<file path="src/rtl/cisc_pkg.sv">
// Purpose: Shared constants for the core control block
// Assumes: Byte-wide register port, 10 MHz core clock
// Notes: Offsets are I/O-space addresses
package cisc_pkg;
    localparam logic [5:0] OFS_UNLOCK = 6'h3c;
    localparam logic [5:0] OFS_SP_LOW = 6'h3d;
    localparam logic [5:0] OFS_SP_HIGH = 6'h3e;
    localparam logic [5:0] OFS_STATUS = 6'h3f;
    localparam logic [5:0] OFS_IRQ_FLAG = 6'h3a;
    localparam logic [5:0] OFS_IRQ_EN = 6'h3b;
    localparam logic [7:0] UNLOCK_SIG = 8'hd8;
    localparam logic [7:0] RST_UNLOCK = 8'h00;
    localparam logic [7:0] RST_STATUS = 8'h00;
    localparam logic [15:0] RST_SP = 16'h005f;
    localparam logic [15:0] RAM_START = 16'h0040;
    localparam int GIE_BIT = 7;
    localparam int UNLOCK_CYCLES = 4;
    localparam int ENTRY_CYCLES = 4;
    localparam int WAKE_EXTRA = 4;
    localparam int RETURN_CYCLES = 4;
    localparam int FIRST_REG = 16;
    localparam int NUM_REGS = 16;
    typedef enum logic [2:0] {
        CISC_RUN = 3'h0,
        CISC_WAKE = 3'h1,
        CISC_ENTRY = 3'h2,
        CISC_RETURN = 3'h3
    } cisc_state_t;
    typedef enum logic [2:0] {
        OP_NONE = 3'h0,
        OP_PUSH = 3'h1,
        OP_POP = 3'h2,
        OP_CALL = 3'h3,
        OP_RET = 3'h4,
        OP_SET_GIE = 3'h5,
        OP_CLR_GIE = 3'h6,
        OP_RETURN_IRQ = 3'h7
    } cisc_op_t;
endpackage

</file>
<file path="src/rtl/cisc_core.sv">
// Purpose: Register file, stack pointer, status flags and interrupt control
// Assumes: Instruction decode happens outside and drives the op and port signals
// Notes: Vector number 0 is reset; source k uses vector k+1
// What this block does
// RQ1: Status flags refresh after every ALU operation
// RQ2: Status never saved on entry or return
// RQ3: Sixteen 8-bit registers, numbered from sixteen
// RQ4: Three read/write port schemes, 8 or 16-bit
// RQ5: Last six registers form three pointers
// RQ6: Byte push lowers stack pointer by one
// RQ7: Calls and entry lower stack pointer by two
// RQ8: Byte pop raises stack pointer by one
// RQ9: Stack pointer resets to last SRAM address
// RQ10: Software sets stack before calls or interrupts
// RQ11: Stack pointer split into low, high bytes
// RQ12: Two-operand operation completes in one cycle
// RQ13: Accept needs local and global enable
// RQ14: Lower vector number means higher priority
// RQ15: Entry clears global enable, return sets it
// RQ16: Vectoring or writing one clears flag
// RQ17: Pending flags wait, then served by priority
// RQ18: Level sources request only while present
// RQ19: One instruction runs after return first
// RQ20: Disable acts at once; enable delays one
// RQ21: Entry takes four cycles, pushing program counter; here the stack pointer only drops by two and ret_addr_i is never stored
// RQ22: Wake from sleep adds four cycles
// RQ23: Return takes four cycles, pops counter, sets enable
// RQ24: Signature opens four-cycle protected write window
// RQ25: Global enable is status bit seven
//
// The implementer's own choice: strobed register access.
`timescale 1ns/1ps
module cisc_core #(
    parameter int NSRC = 4,
    parameter logic [NSRC-1:0] LEVEL_SRC = '0
) (
    // Clock and reset
    input wire logic clk_i,
    input wire logic rst_i,
    // Register port
    input wire logic [5:0] reg_addr_i,
    input wire logic [7:0] reg_wdata_i,
    input wire logic reg_wr_i,
    input wire logic reg_rd_i,
    output logic [7:0] reg_rdata_o,
    output logic prot_wr_ok_o,
    // Instruction stream
    input wire logic instr_done_i,
    input wire logic sleeping_i,
    input wire cisc_pkg::cisc_op_t op_i,
    input wire logic [15:0] ret_addr_i,
    output logic [15:0] sp_o,
    output logic [15:0] pc_o,
    output logic pc_load_o,
    output logic [7:0] status_o,
    // ALU flag update
    input wire logic alu_we_i,
    input wire logic [6:0] alu_flags_i,
    // Register file ports
    input wire logic [4:0] ra_i,
    input wire logic [4:0] rb_i,
    output logic [7:0] ra_data_o,
    output logic [7:0] rb_data_o,
    output logic [15:0] rw_data_o,
    input wire logic [4:0] wr_i,
    input wire logic [15:0] wr_data_i,
    input wire logic wr_en_i,
    input wire logic wr_wide_i,
    input wire logic [1:0] ptr_sel_i,
    input wire logic [1:0] ptr_mode_i,
    input wire logic [5:0] ptr_disp_i,
    output logic [15:0] ptr_addr_o,
    // Stack memory data
    input wire logic [15:0] pop_data_i,
    // Interrupt sources
    input wire logic [NSRC-1:0] irq_event_i,
    output logic irq_taken_o,
    output logic [7:0] vector_o
);
    import cisc_pkg::*;

    logic [7:0] regs [NUM_REGS];
    logic [15:0] sp;
    logic [7:0] status;
    logic [NSRC-1:0] irq_flag;
    logic [NSRC-1:0] irq_en;
    logic [NSRC-1:0] src_s1;
    logic [NSRC-1:0] src_s2;
    logic [2:0] unlock_cnt;
    cisc_state_t state;
    logic [3:0] cyc;
    logic hold_one;
    logic [NSRC-1:0] req;
    logic [NSRC-1:0] grant;
    logic take;
    logic [7:0] vec;
    logic [15:0] ptr;
    logic [15:0] next_ptr;

    function automatic logic [3:0] ridx(input logic [4:0] num);
        return 4'(num - 5'(FIRST_REG)); // RQ3
    endfunction

    // Local and global enable both needed; level sources need no flag
    always_comb begin
        req = (irq_flag | (LEVEL_SRC & src_s2)) & irq_en; // RQ13 RQ18
        grant = '0;
        vec = 8'h00;
        for (int k = NSRC - 1; k >= 0; k--) begin
            if (req[k]) begin
                grant = '0;
                grant[k] = 1'b1;
                vec = 8'(k + 1); // RQ14
            end
        end
    end

    // Disable seen combinationally so a same-cycle clear blocks entry
    assign take = state == CISC_RUN && instr_done_i && |req && status[GIE_BIT]
        && op_i != OP_CLR_GIE && !hold_one && unlock_cnt == 3'h0; // RQ20 RQ21 RQ24 RQ25

    always_ff @(posedge clk_i) begin
        src_s1 <= irq_event_i;
        src_s2 <= src_s1;
    end

    // Flags: a new event wins over a clear in the same cycle
    always_ff @(posedge clk_i) begin
        if (rst_i) begin
            irq_flag <= '0;
            irq_en <= '0;
        end else begin
            logic [NSRC-1:0] clr;
            clr = '0;
            if (reg_wr_i && reg_addr_i == OFS_IRQ_FLAG) begin
                clr = reg_wdata_i[NSRC-1:0]; // RQ16
            end
            if (take) begin
                clr = clr | grant; // RQ16
            end
            irq_flag <= ((irq_flag & ~clr) | src_s2) & ~LEVEL_SRC; // RQ17
            if (reg_wr_i && reg_addr_i == OFS_IRQ_EN) begin
                irq_en <= reg_wdata_i[NSRC-1:0];
            end
        end
    end

    // Entry, wake and return sequencing
    always_ff @(posedge clk_i) begin
        if (rst_i) begin
            state <= CISC_RUN;
            cyc <= 4'h0;
            hold_one <= 1'b0;
            vector_o <= 8'h00;
        end else begin
            case (state)
                CISC_RUN: begin
                    if (instr_done_i) begin
                        hold_one <= (op_i == OP_SET_GIE); // RQ20
                    end
                    if (take) begin
                        vector_o <= vec;
                        cyc <= 4'h1;
                        state <= sleeping_i ? CISC_WAKE : CISC_ENTRY; // RQ22
                    end else if (instr_done_i && op_i == OP_RETURN_IRQ) begin
                        cyc <= 4'h1;
                        state <= CISC_RETURN;
                    end
                end
                CISC_WAKE: begin
                    cyc <= (cyc == 4'(WAKE_EXTRA)) ? 4'h1 : cyc + 4'h1;
                    if (cyc == 4'(WAKE_EXTRA)) begin
                        state <= CISC_ENTRY; // RQ22
                    end
                end
                CISC_ENTRY: begin
                    cyc <= cyc + 4'h1;
                    if (cyc == 4'(ENTRY_CYCLES)) begin
                        state <= CISC_RUN; // RQ21
                    end
                end
                CISC_RETURN: begin
                    cyc <= cyc + 4'h1;
                    if (cyc == 4'(RETURN_CYCLES)) begin
                        hold_one <= 1'b1; // RQ19
                        state <= CISC_RUN; // RQ23
                    end
                end
                default: state <= CISC_RUN;
            endcase
        end
    end

    assign irq_taken_o = take;
    assign pc_load_o = (state == CISC_ENTRY && cyc == 4'(ENTRY_CYCLES))
        || (state == CISC_RETURN && cyc == 4'(RETURN_CYCLES));
    assign pc_o = (state == CISC_RETURN) ? pop_data_i : {8'h00, vector_o};

    // Status: never pushed or popped, the handler saves it if needed
    always_ff @(posedge clk_i) begin
        if (rst_i) begin
            status <= RST_STATUS;
        end else begin
            if (alu_we_i) begin
                status[6:0] <= alu_flags_i; // RQ1 RQ2
            end
            if (reg_wr_i && reg_addr_i == OFS_STATUS) begin
                status <= reg_wdata_i;
            end
            if (take || (instr_done_i && op_i == OP_CLR_GIE && state == CISC_RUN)) begin
                status[GIE_BIT] <= 1'b0; // RQ15 RQ20
            end else if (instr_done_i && op_i == OP_SET_GIE && state == CISC_RUN) begin
                status[GIE_BIT] <= 1'b1;
            end else if (state == CISC_RETURN && cyc == 4'(RETURN_CYCLES)) begin
                status[GIE_BIT] <= 1'b1; // RQ15 RQ23
            end
        end
    end

    // Stack pointer; resets to RST_SP, already inside SRAM above RAM_START
    always_ff @(posedge clk_i) begin
        if (rst_i) begin
            sp <= RST_SP; // RQ9
        end else if (take) begin
            sp <= sp - 16'h0002; // RQ7
        end else if (state == CISC_RETURN && cyc == 4'(RETURN_CYCLES)) begin
            sp <= sp + 16'h0002; // RQ23
        end else if (reg_wr_i && reg_addr_i == OFS_SP_LOW) begin
            sp[7:0] <= reg_wdata_i; // RQ11
        end else if (reg_wr_i && reg_addr_i == OFS_SP_HIGH) begin
            sp[15:8] <= reg_wdata_i; // RQ11
        end else if (instr_done_i && state == CISC_RUN) begin
            case (op_i)
                OP_PUSH: sp <= sp - 16'h0001; // RQ6
                OP_POP: sp <= sp + 16'h0001; // RQ8
                OP_CALL: sp <= sp - 16'h0002; // RQ7
                OP_RET: sp <= sp + 16'h0002;
                default: sp <= sp;
            endcase
        end
    end
    assign sp_o = sp;

    // Unlock window counts instruction cycles after the signature
    always_ff @(posedge clk_i) begin
        if (rst_i) begin
            unlock_cnt <= 3'h0;
        end else if (reg_wr_i && reg_addr_i == OFS_UNLOCK && reg_wdata_i == UNLOCK_SIG) begin
            unlock_cnt <= 3'(UNLOCK_CYCLES); // RQ24
        end else if (unlock_cnt != 3'h0 && instr_done_i) begin
            unlock_cnt <= unlock_cnt - 3'h1;
        end
    end
    assign prot_wr_ok_o = unlock_cnt != 3'h0;

    // Read port: data one cycle after the strobe
    always_ff @(posedge clk_i) begin
        if (rst_i) begin
            reg_rdata_o <= 8'h00;
        end else if (reg_rd_i) begin
            if (reg_addr_i == OFS_UNLOCK) begin
                reg_rdata_o <= {7'h00, unlock_cnt != 3'h0};
            end else if (reg_addr_i == OFS_SP_LOW) begin
                reg_rdata_o <= sp[7:0];
            end else if (reg_addr_i == OFS_SP_HIGH) begin
                reg_rdata_o <= sp[15:8];
            end else if (reg_addr_i == OFS_STATUS) begin
                reg_rdata_o <= status;
            end else if (reg_addr_i == OFS_IRQ_FLAG) begin
                reg_rdata_o <= 8'(irq_flag);
            end else if (reg_addr_i == OFS_IRQ_EN) begin
                reg_rdata_o <= 8'(irq_en);
            end else begin
                reg_rdata_o <= 8'h00;
            end
        end else begin
            reg_rdata_o <= 8'h00;
        end
    end

    // Pointer pairs: low byte in the even register
    always_comb begin
        logic [3:0] lo;
        lo = 4'(4'd10 + {ptr_sel_i, 1'b0}); // RQ5
        ptr = {regs[lo + 4'h1], regs[lo]};
        next_ptr = ptr;
        ptr_addr_o = ptr;
        case (ptr_mode_i)
            2'h1: ptr_addr_o = ptr + {10'h000, ptr_disp_i}; // RQ5
            2'h2: next_ptr = ptr + 16'h0001; // RQ5
            2'h3: begin
                next_ptr = ptr - 16'h0001; // RQ5
                ptr_addr_o = next_ptr;
            end
            default: next_ptr = ptr;
        endcase
    end

    // Combinational reads, write at the edge: one-cycle operate
    assign ra_data_o = regs[ridx(ra_i)]; // RQ4 RQ12
    assign rb_data_o = regs[ridx(rb_i)]; // RQ4 RQ12
    assign rw_data_o = {regs[ridx(ra_i) | 4'h1], regs[ridx(ra_i) & 4'he]}; // RQ4

    always_ff @(posedge clk_i) begin
        if (rst_i) begin
            for (int i = 0; i < NUM_REGS; i++) begin
                regs[i] <= 8'h00;
            end
        end else begin
            if (ptr_mode_i[1] && ptr_sel_i != 2'h3) begin
                regs[4'(4'd10 + {ptr_sel_i, 1'b0})] <= next_ptr[7:0];
                regs[4'(4'd11 + {ptr_sel_i, 1'b0})] <= next_ptr[15:8];
            end
            if (wr_en_i && wr_wide_i) begin
                regs[ridx(wr_i) & 4'he] <= wr_data_i[7:0]; // RQ4
                regs[ridx(wr_i) | 4'h1] <= wr_data_i[15:8];
            end else if (wr_en_i) begin
                regs[ridx(wr_i)] <= wr_data_i[7:0]; // RQ4 RQ12
            end
        end
    end

    assign status_o = status;
endmodule

</file>
<file path="config.mk">
export PLATFORM = sky130hd
export DESIGN_NAME = cisc_core
export DESIGN_NICKNAME = d
export VERILOG_FILES = /design/src/rtl/cisc_pkg.sv /design/src/rtl/cisc_core.sv
export SDC_FILE = /design/constraint.sdc
export NUM_CORES = 1
export LEC_CHECK = 0
export BUFFER_PORTS_ARGS = -buffer_cell sky130_fd_sc_hd__buf_2
export CELL_PAD_IN_SITES_DETAIL_PLACEMENT = 1
export CELL_PAD_IN_SITES_GLOBAL_PLACEMENT = 1
export CORE_ASPECT_RATIO = 0.9
export CORE_MARGIN = 1
export CORE_UTILIZATION = 40
export DETAILED_ROUTE_END_ITERATION = 8
export GPL_TIMING_DRIVEN = 1
export PLACE_DENSITY_LB_ADDON = 0.25
export SLEW_MARGIN = 10
export SYNTH_ARGS = -nofsm -noshare
export SYNTH_HDL_FRONTEND = slang
export SYNTH_SLANG_ARGS = --single-unit
</file>
<file path="constraint.sdc">
create_clock -name clk_i -period 12.9 [get_ports clk_i]
set_clock_uncertainty 0.1 [all_clocks]
set_input_delay 2.58 -clock clk_i [delete_from_list [all_inputs] [get_ports clk_i]]
set_output_delay 2.58 -clock clk_i [all_outputs]
set_load 0.05 [all_outputs]
</file>
======== Word-level counts from Yosys, hierarchy flattened ========
Memories as Yosys holds them, arrays and structs flattened.
Cells that the tools add are included.
word-level totals
  register bits ........................... 67
  latch bits .............................. 0
  RAM bits ................................ 128
  memory bits (read-only) ................. 0
  input bits .............................. 110
  output and inout port bits .............. 107
  memories kept ........................... 1
memories
  memory  depth  width  rd ports  clocked after Yosys merged registers in  wr ports  RTL line         source
  regs    16     8      6         0                                        16        cisc_core.sv:82  logic [7:0] regs [NUM_REGS];
operators by class
  $add $sub $neg .......................... 15
  multipliers ............................. 0
  div/mod/pow operators ................... 0
  order comparisons ....................... 0
  equality and inequality tests ........... 30
  shift-type cells ........................ 0
  multiplexer cells ....................... 75
  bitwise logic cells ..................... 6
  reduce and logical (&&, ||, !) cells .... 55
operator list
  cell                   number
  $mux 8                 13
  $mux 4                 18
  $mux 16                4
  $pmux 16 s2            2
  $pmux 16 s4            1
  $reduce_or 8->1        5
  $eq 6x6->1 const B     6
  $add 16x1->16 const B  2
  $sub 16x1->16 const B  2
  $mux 3                 10
  $logic_and 1x1->1      23
  $mux 1                 22
  $add 16x2->16 const B  1
  $add 16x6->16          1
  $sub 16x2->16 const B  1
  $reduce_bool 7->1      2
  $eq 3x2->1 const B     4
  $eq 3x3->1 const B     4
  $pmux 4 s3             1
  $reduce_and 3->1       4
  $sub 4x1->4 const B    3
  $ne 3x3->1 const B     3
  $pmux 3 s3             1
  $reduce_bool 3->1      3
  27 further kinds       45

======== Logic depth before layout (Yosys ltp) ========
  depth after elaboration ................. 12
  depth in mapped cells ................... 18
  mapped depth without buffers ............ 14

======== Worst setup path before layout ========
No wires, ideal clock.
  path kind ............................... input-to-output
  start point ............................. in ptr_sel_i[0]
  end point ............................... out ptr_addr_o[8]
  data arrival time ....................... 6.949 ns
  data required time ...................... 10.220 ns
  path slack .............................. 3.271 ns
  stages on the path ...................... 18
  cells stage by stage .................... clkinv_1 > buf_2 > ha_1 > buf_6 > buf_8 > buf_6 > mux4_2 > mux2_2 > ha_1 > fa_1 > a21o_1 > a21oi_1 > o21bai_1 > a21oi_1 > or2_2 > nor3_1 > o21ai_0 > xor2_1
on the way
  longest elaborated chain between the ends .. 5
ends and longest elaborated chain
  element                                                RTL line                            source
  from (decl)                                            cisc_core.sv:69                     input wire logic [1:0] ptr_sel_i,
  $add 4x3->4 *                                          cisc_core.sv:284                    lo = 4'(4'd10 + {ptr_sel_i, 1'b0});
  $add 4x1->4                                            cisc_core.sv:285                    ptr = {regs[lo + 4'h1], regs[lo]};
  $mem_v2 16x8 *                                         n/a
  $sub 16x1->16 / $add 16x6->16 (equally long branches)  cisc_core.sv:292, cisc_core.sv:289
  $pmux 16 s2 *                                          cisc_core.sv:288                    case (ptr_mode_i)
  to (decl)                                              cisc_core.sv:72                     output logic [15:0] ptr_addr_o,
Every way passes the cells marked *; elsewhere a longest branch is shown, timed or not.

======== Final worst setup path ========
  start point ............................. in ptr_sel_i[0]
  end point ............................... out ptr_addr_o[13]
Same word-level chain as after synthesis.

==> flow_summary.ini <==
[timing]
min_period_ns = 10.78
rsz0062_at_grt = no
finalSetupTns_ns = 0
tightest_slew_ns = 1.33
max_slew_margin_pct = 11.2
hold_violations = 0
post-route-period-util_pct = 83.5
maxSlewViolCount = 0
maxClockFrequency_mhz = 92.8
setup_viol = 0

[floorplanning]
core_area_sq_mm = 0.0386
die-area_sq_mm = 0.0403
die_w_microns = 211
initial_utilization_pct = 40.9
row_count = 68
chipHeight_microns = 191
ios = 217

[run_status]
status = finished, final reports clean

[yosys]
yosysSeqAreaShare_pct = 32.1
synth_warnings = 0
ys_seq_elements = 189
synthFlopType = edfxtp_1
synth_edf_count = 128
synth.avg_cell_area_sq_um = 10.2
async_flop_share_pct = 0
synth_cell_types = 81
synth_area_sq_mm = 0.0158
syn_inst = 1553

[min_path]
hold_class = register to register
min_from = src_s1[2]$_DFF_P_

[drt]
drt_iter0_markers = 1685
drc = 0
drt_wl_total_mm = 61.5
routedWlPerCell_microns = 27.9
vias_per_cell = 6.59
ant_nets = 0
vias = 14500
firstDrtPassIters = 5

[cells_and_area]
nNetsFinal = 1808
fillers = 4384
drive_above_1_share_pct = 26.5
syn2layout_area_growth_pct = 11.5
mostFrequentLayoutCell = buf_2
diodes = 0
layout_common_cells = buf_2 (191), mux4_2 (137), nand2_1 (129)

[setup_path]
cp_data_required_time_ns = 10.22
start_kind = primary input
crit-reg2reg-launch = state[1]$_SDFFE_PP0P_
startpoint = ptr_sel_i[0]
crit_fanout = 21
path_class = primary input to output pin
crit_arrival_ns = 8.10
cp-end-kind = output pin

[power]
p_leak_nw = 6.52
total_power_mw = 2.18
vdd_ir_drop_max_v = 0.0000821
power_density_mw_per_mm2 = 124

[grt]
grt_pass1_vias = 14600
grt_max_degree = 66
antenna_found_initial = 0
grtUsageTotal_pct = 30.7
grt_pass1_wl_mm = 92.5
gr-total-overflow = 0

[clock_network]
post_cts_buffers = 0
cts_buffers = 17
cts_tree = done
clk_path_buf_depth = 2
cts.clk_slew.worst_paths_ns = 0.08
clk_latency_ns = 0.46
postCtsHoldBufs = 0
cts_root_buf = clkbuf_16
clock-sinks = 189
cts_resized = 0
htree_levels = 4

[flow_run]
max-cap-violations = 0

[place]
port_buffers = 192
dp_hpwl_mm = 46.4
gp_congestion = 0.979
==> area by class of cell <==
type                       instances  area (sq um)  share of cell area, %
clock buffer                      18           429                   2.44
clock inverter                    14           150                  0.853
inverter                          30           113                  0.639
multi-input combinational       1216         10100                   57.3
sequential                       189          5060                   28.8
tap                              525           657                   3.73
timing repair buffer             210          1100                   6.24
==> per-layer routing <==
layer  vias up  GRT usage [%]  share of wire (%)
met5         -              0                  0
met4         0           9.39                2.7
met3       121           6.37                 11
met2       825           47.3                 45
met1      7328           43.3                 42
li1       6235              -                  -
==> synthesized netlist by cell type, types with 8 or more instances <==
library cell    n  share of area [%]
inv_1          27               0.64
edfxtp_1      128                 24
nand2b_1       20               0.79
a22oi_1        26                1.2
xnor2_1        31                1.7
nor3_1         26               0.82
and3_1         28                1.1
o22ai_1        10               0.40
nor2b_1        14               0.55
nor3b_1         8               0.38
nand2_1       129                3.1
o32ai_1         8               0.44
o21ai_0        84                2.7
nand3_1        48                1.5
a211oi_1       17               0.81
ha_1           32                2.5
o21ai_1        11               0.35
and2_1         38                1.5
a21o_1         12               0.57
nor2_1        122                2.9
o31ai_1        10               0.48
mux2_2         32                2.3
a2bb2oi_1      14               0.78
a22o_1         42                2.3
o21bai_1        8               0.38
mux2i_1        39                2.5
mux4_2        137                 20
dfxtp_1        61                7.7
o21a_1          8               0.38
a21oi_1        81                2.6
clkbuf_1       74                1.8
or2_2          16               0.63
xor2_1         29                1.6
a31oi_1        18               0.71
o211ai_1        9               0.43
buf_1          31               0.74
or3_1          14               0.55
nand4_1        13               0.51
==> state kept, by name, summed over array words and instances (netlist names) <==
signal / count
src_s1: 4
vector_o: 3
cyc: 4
hold_one: 1
regs: 128
sp_o: 16
status_o: 8
reg_rdata_o: 8
state: 2
src_s2: 4
irq_en: 4
unlock_cnt: 3
irq_flag: 4
==> worst paths after layout <==
kind,endpoint,slack (ns),depth (start not counted)
setup / recovery,ptr_addr_o[13],2.12,16
hold / removal,src_s2[2]$_DFF_P_,0.23,0
hold reg to reg,src_s2[2]$_DFF_P_,0.23,0
setup reg to reg,sp_o[12]$_SDFFE_PP0P_,8.47,11
==> power by group <==
group | switching, mW | leakage (nW) | internal (mW) | total (mW)
combinational | 0.533 | 4.45 | 0.300 | 0.833
sequential | 0.100 | 1.78 | 0.698 | 0.798
clock | 0.273 | 0.286 | 0.275 | 0.548
total | 0.907 | 6.52 | 1.27 | 2.18
==> stage by stage <==
stage                     setup slack [ns]  hold WS (ns)  util, %  instance area (sq um)  std cells
after global routing                  1.72         0.241     45.6                  17600       2202
after CTS                             2.18         0.231     45.6                  17600       2202
after detailed placement              2.19         0.215     44.1                  17000       2170
final                                 2.12         0.232     45.6                  17600       2202
after floorplan                       3.27         0.210        -                  15800       1557
after global placement                2.33         0.213     44.1                  17000       2170
==> critical path, stage by stage <==
cell	delay, ns
buf_2	0.39
clkinv_1	0.13
buf_4	0.27
ha_2	0.88
mux4_2	0.59
mux2i_1	0.50
inv_2	0.17
ha_1	0.38
a21oi_1	0.11
o21bai_1	0.15
a21o_1	0.16
a21oi_1	0.10
nor4_1	0.72
a32oi_1	0.24
xnor2_1	0.36
buf_2	0.33
==> cell families (layout without fill, tap and decap cells) <==
group | Yosys count | count (layout) | share of synthesized area [%]
simple gates | 513 | 513 | 16.3
compound gates | 391 | 391 | 16.5
mux | 212 | 212 | 24.7
flops | 189 | 189 | 32.1
buf+inv | 152 | 272 | 4.16
xor+xnor | 61 | 61 | 3.47
fa+ha+maj | 34 | 34 | 2.79
other cells | 1 | 5 | 0.0237
Power figures use the tool's default switching activity.
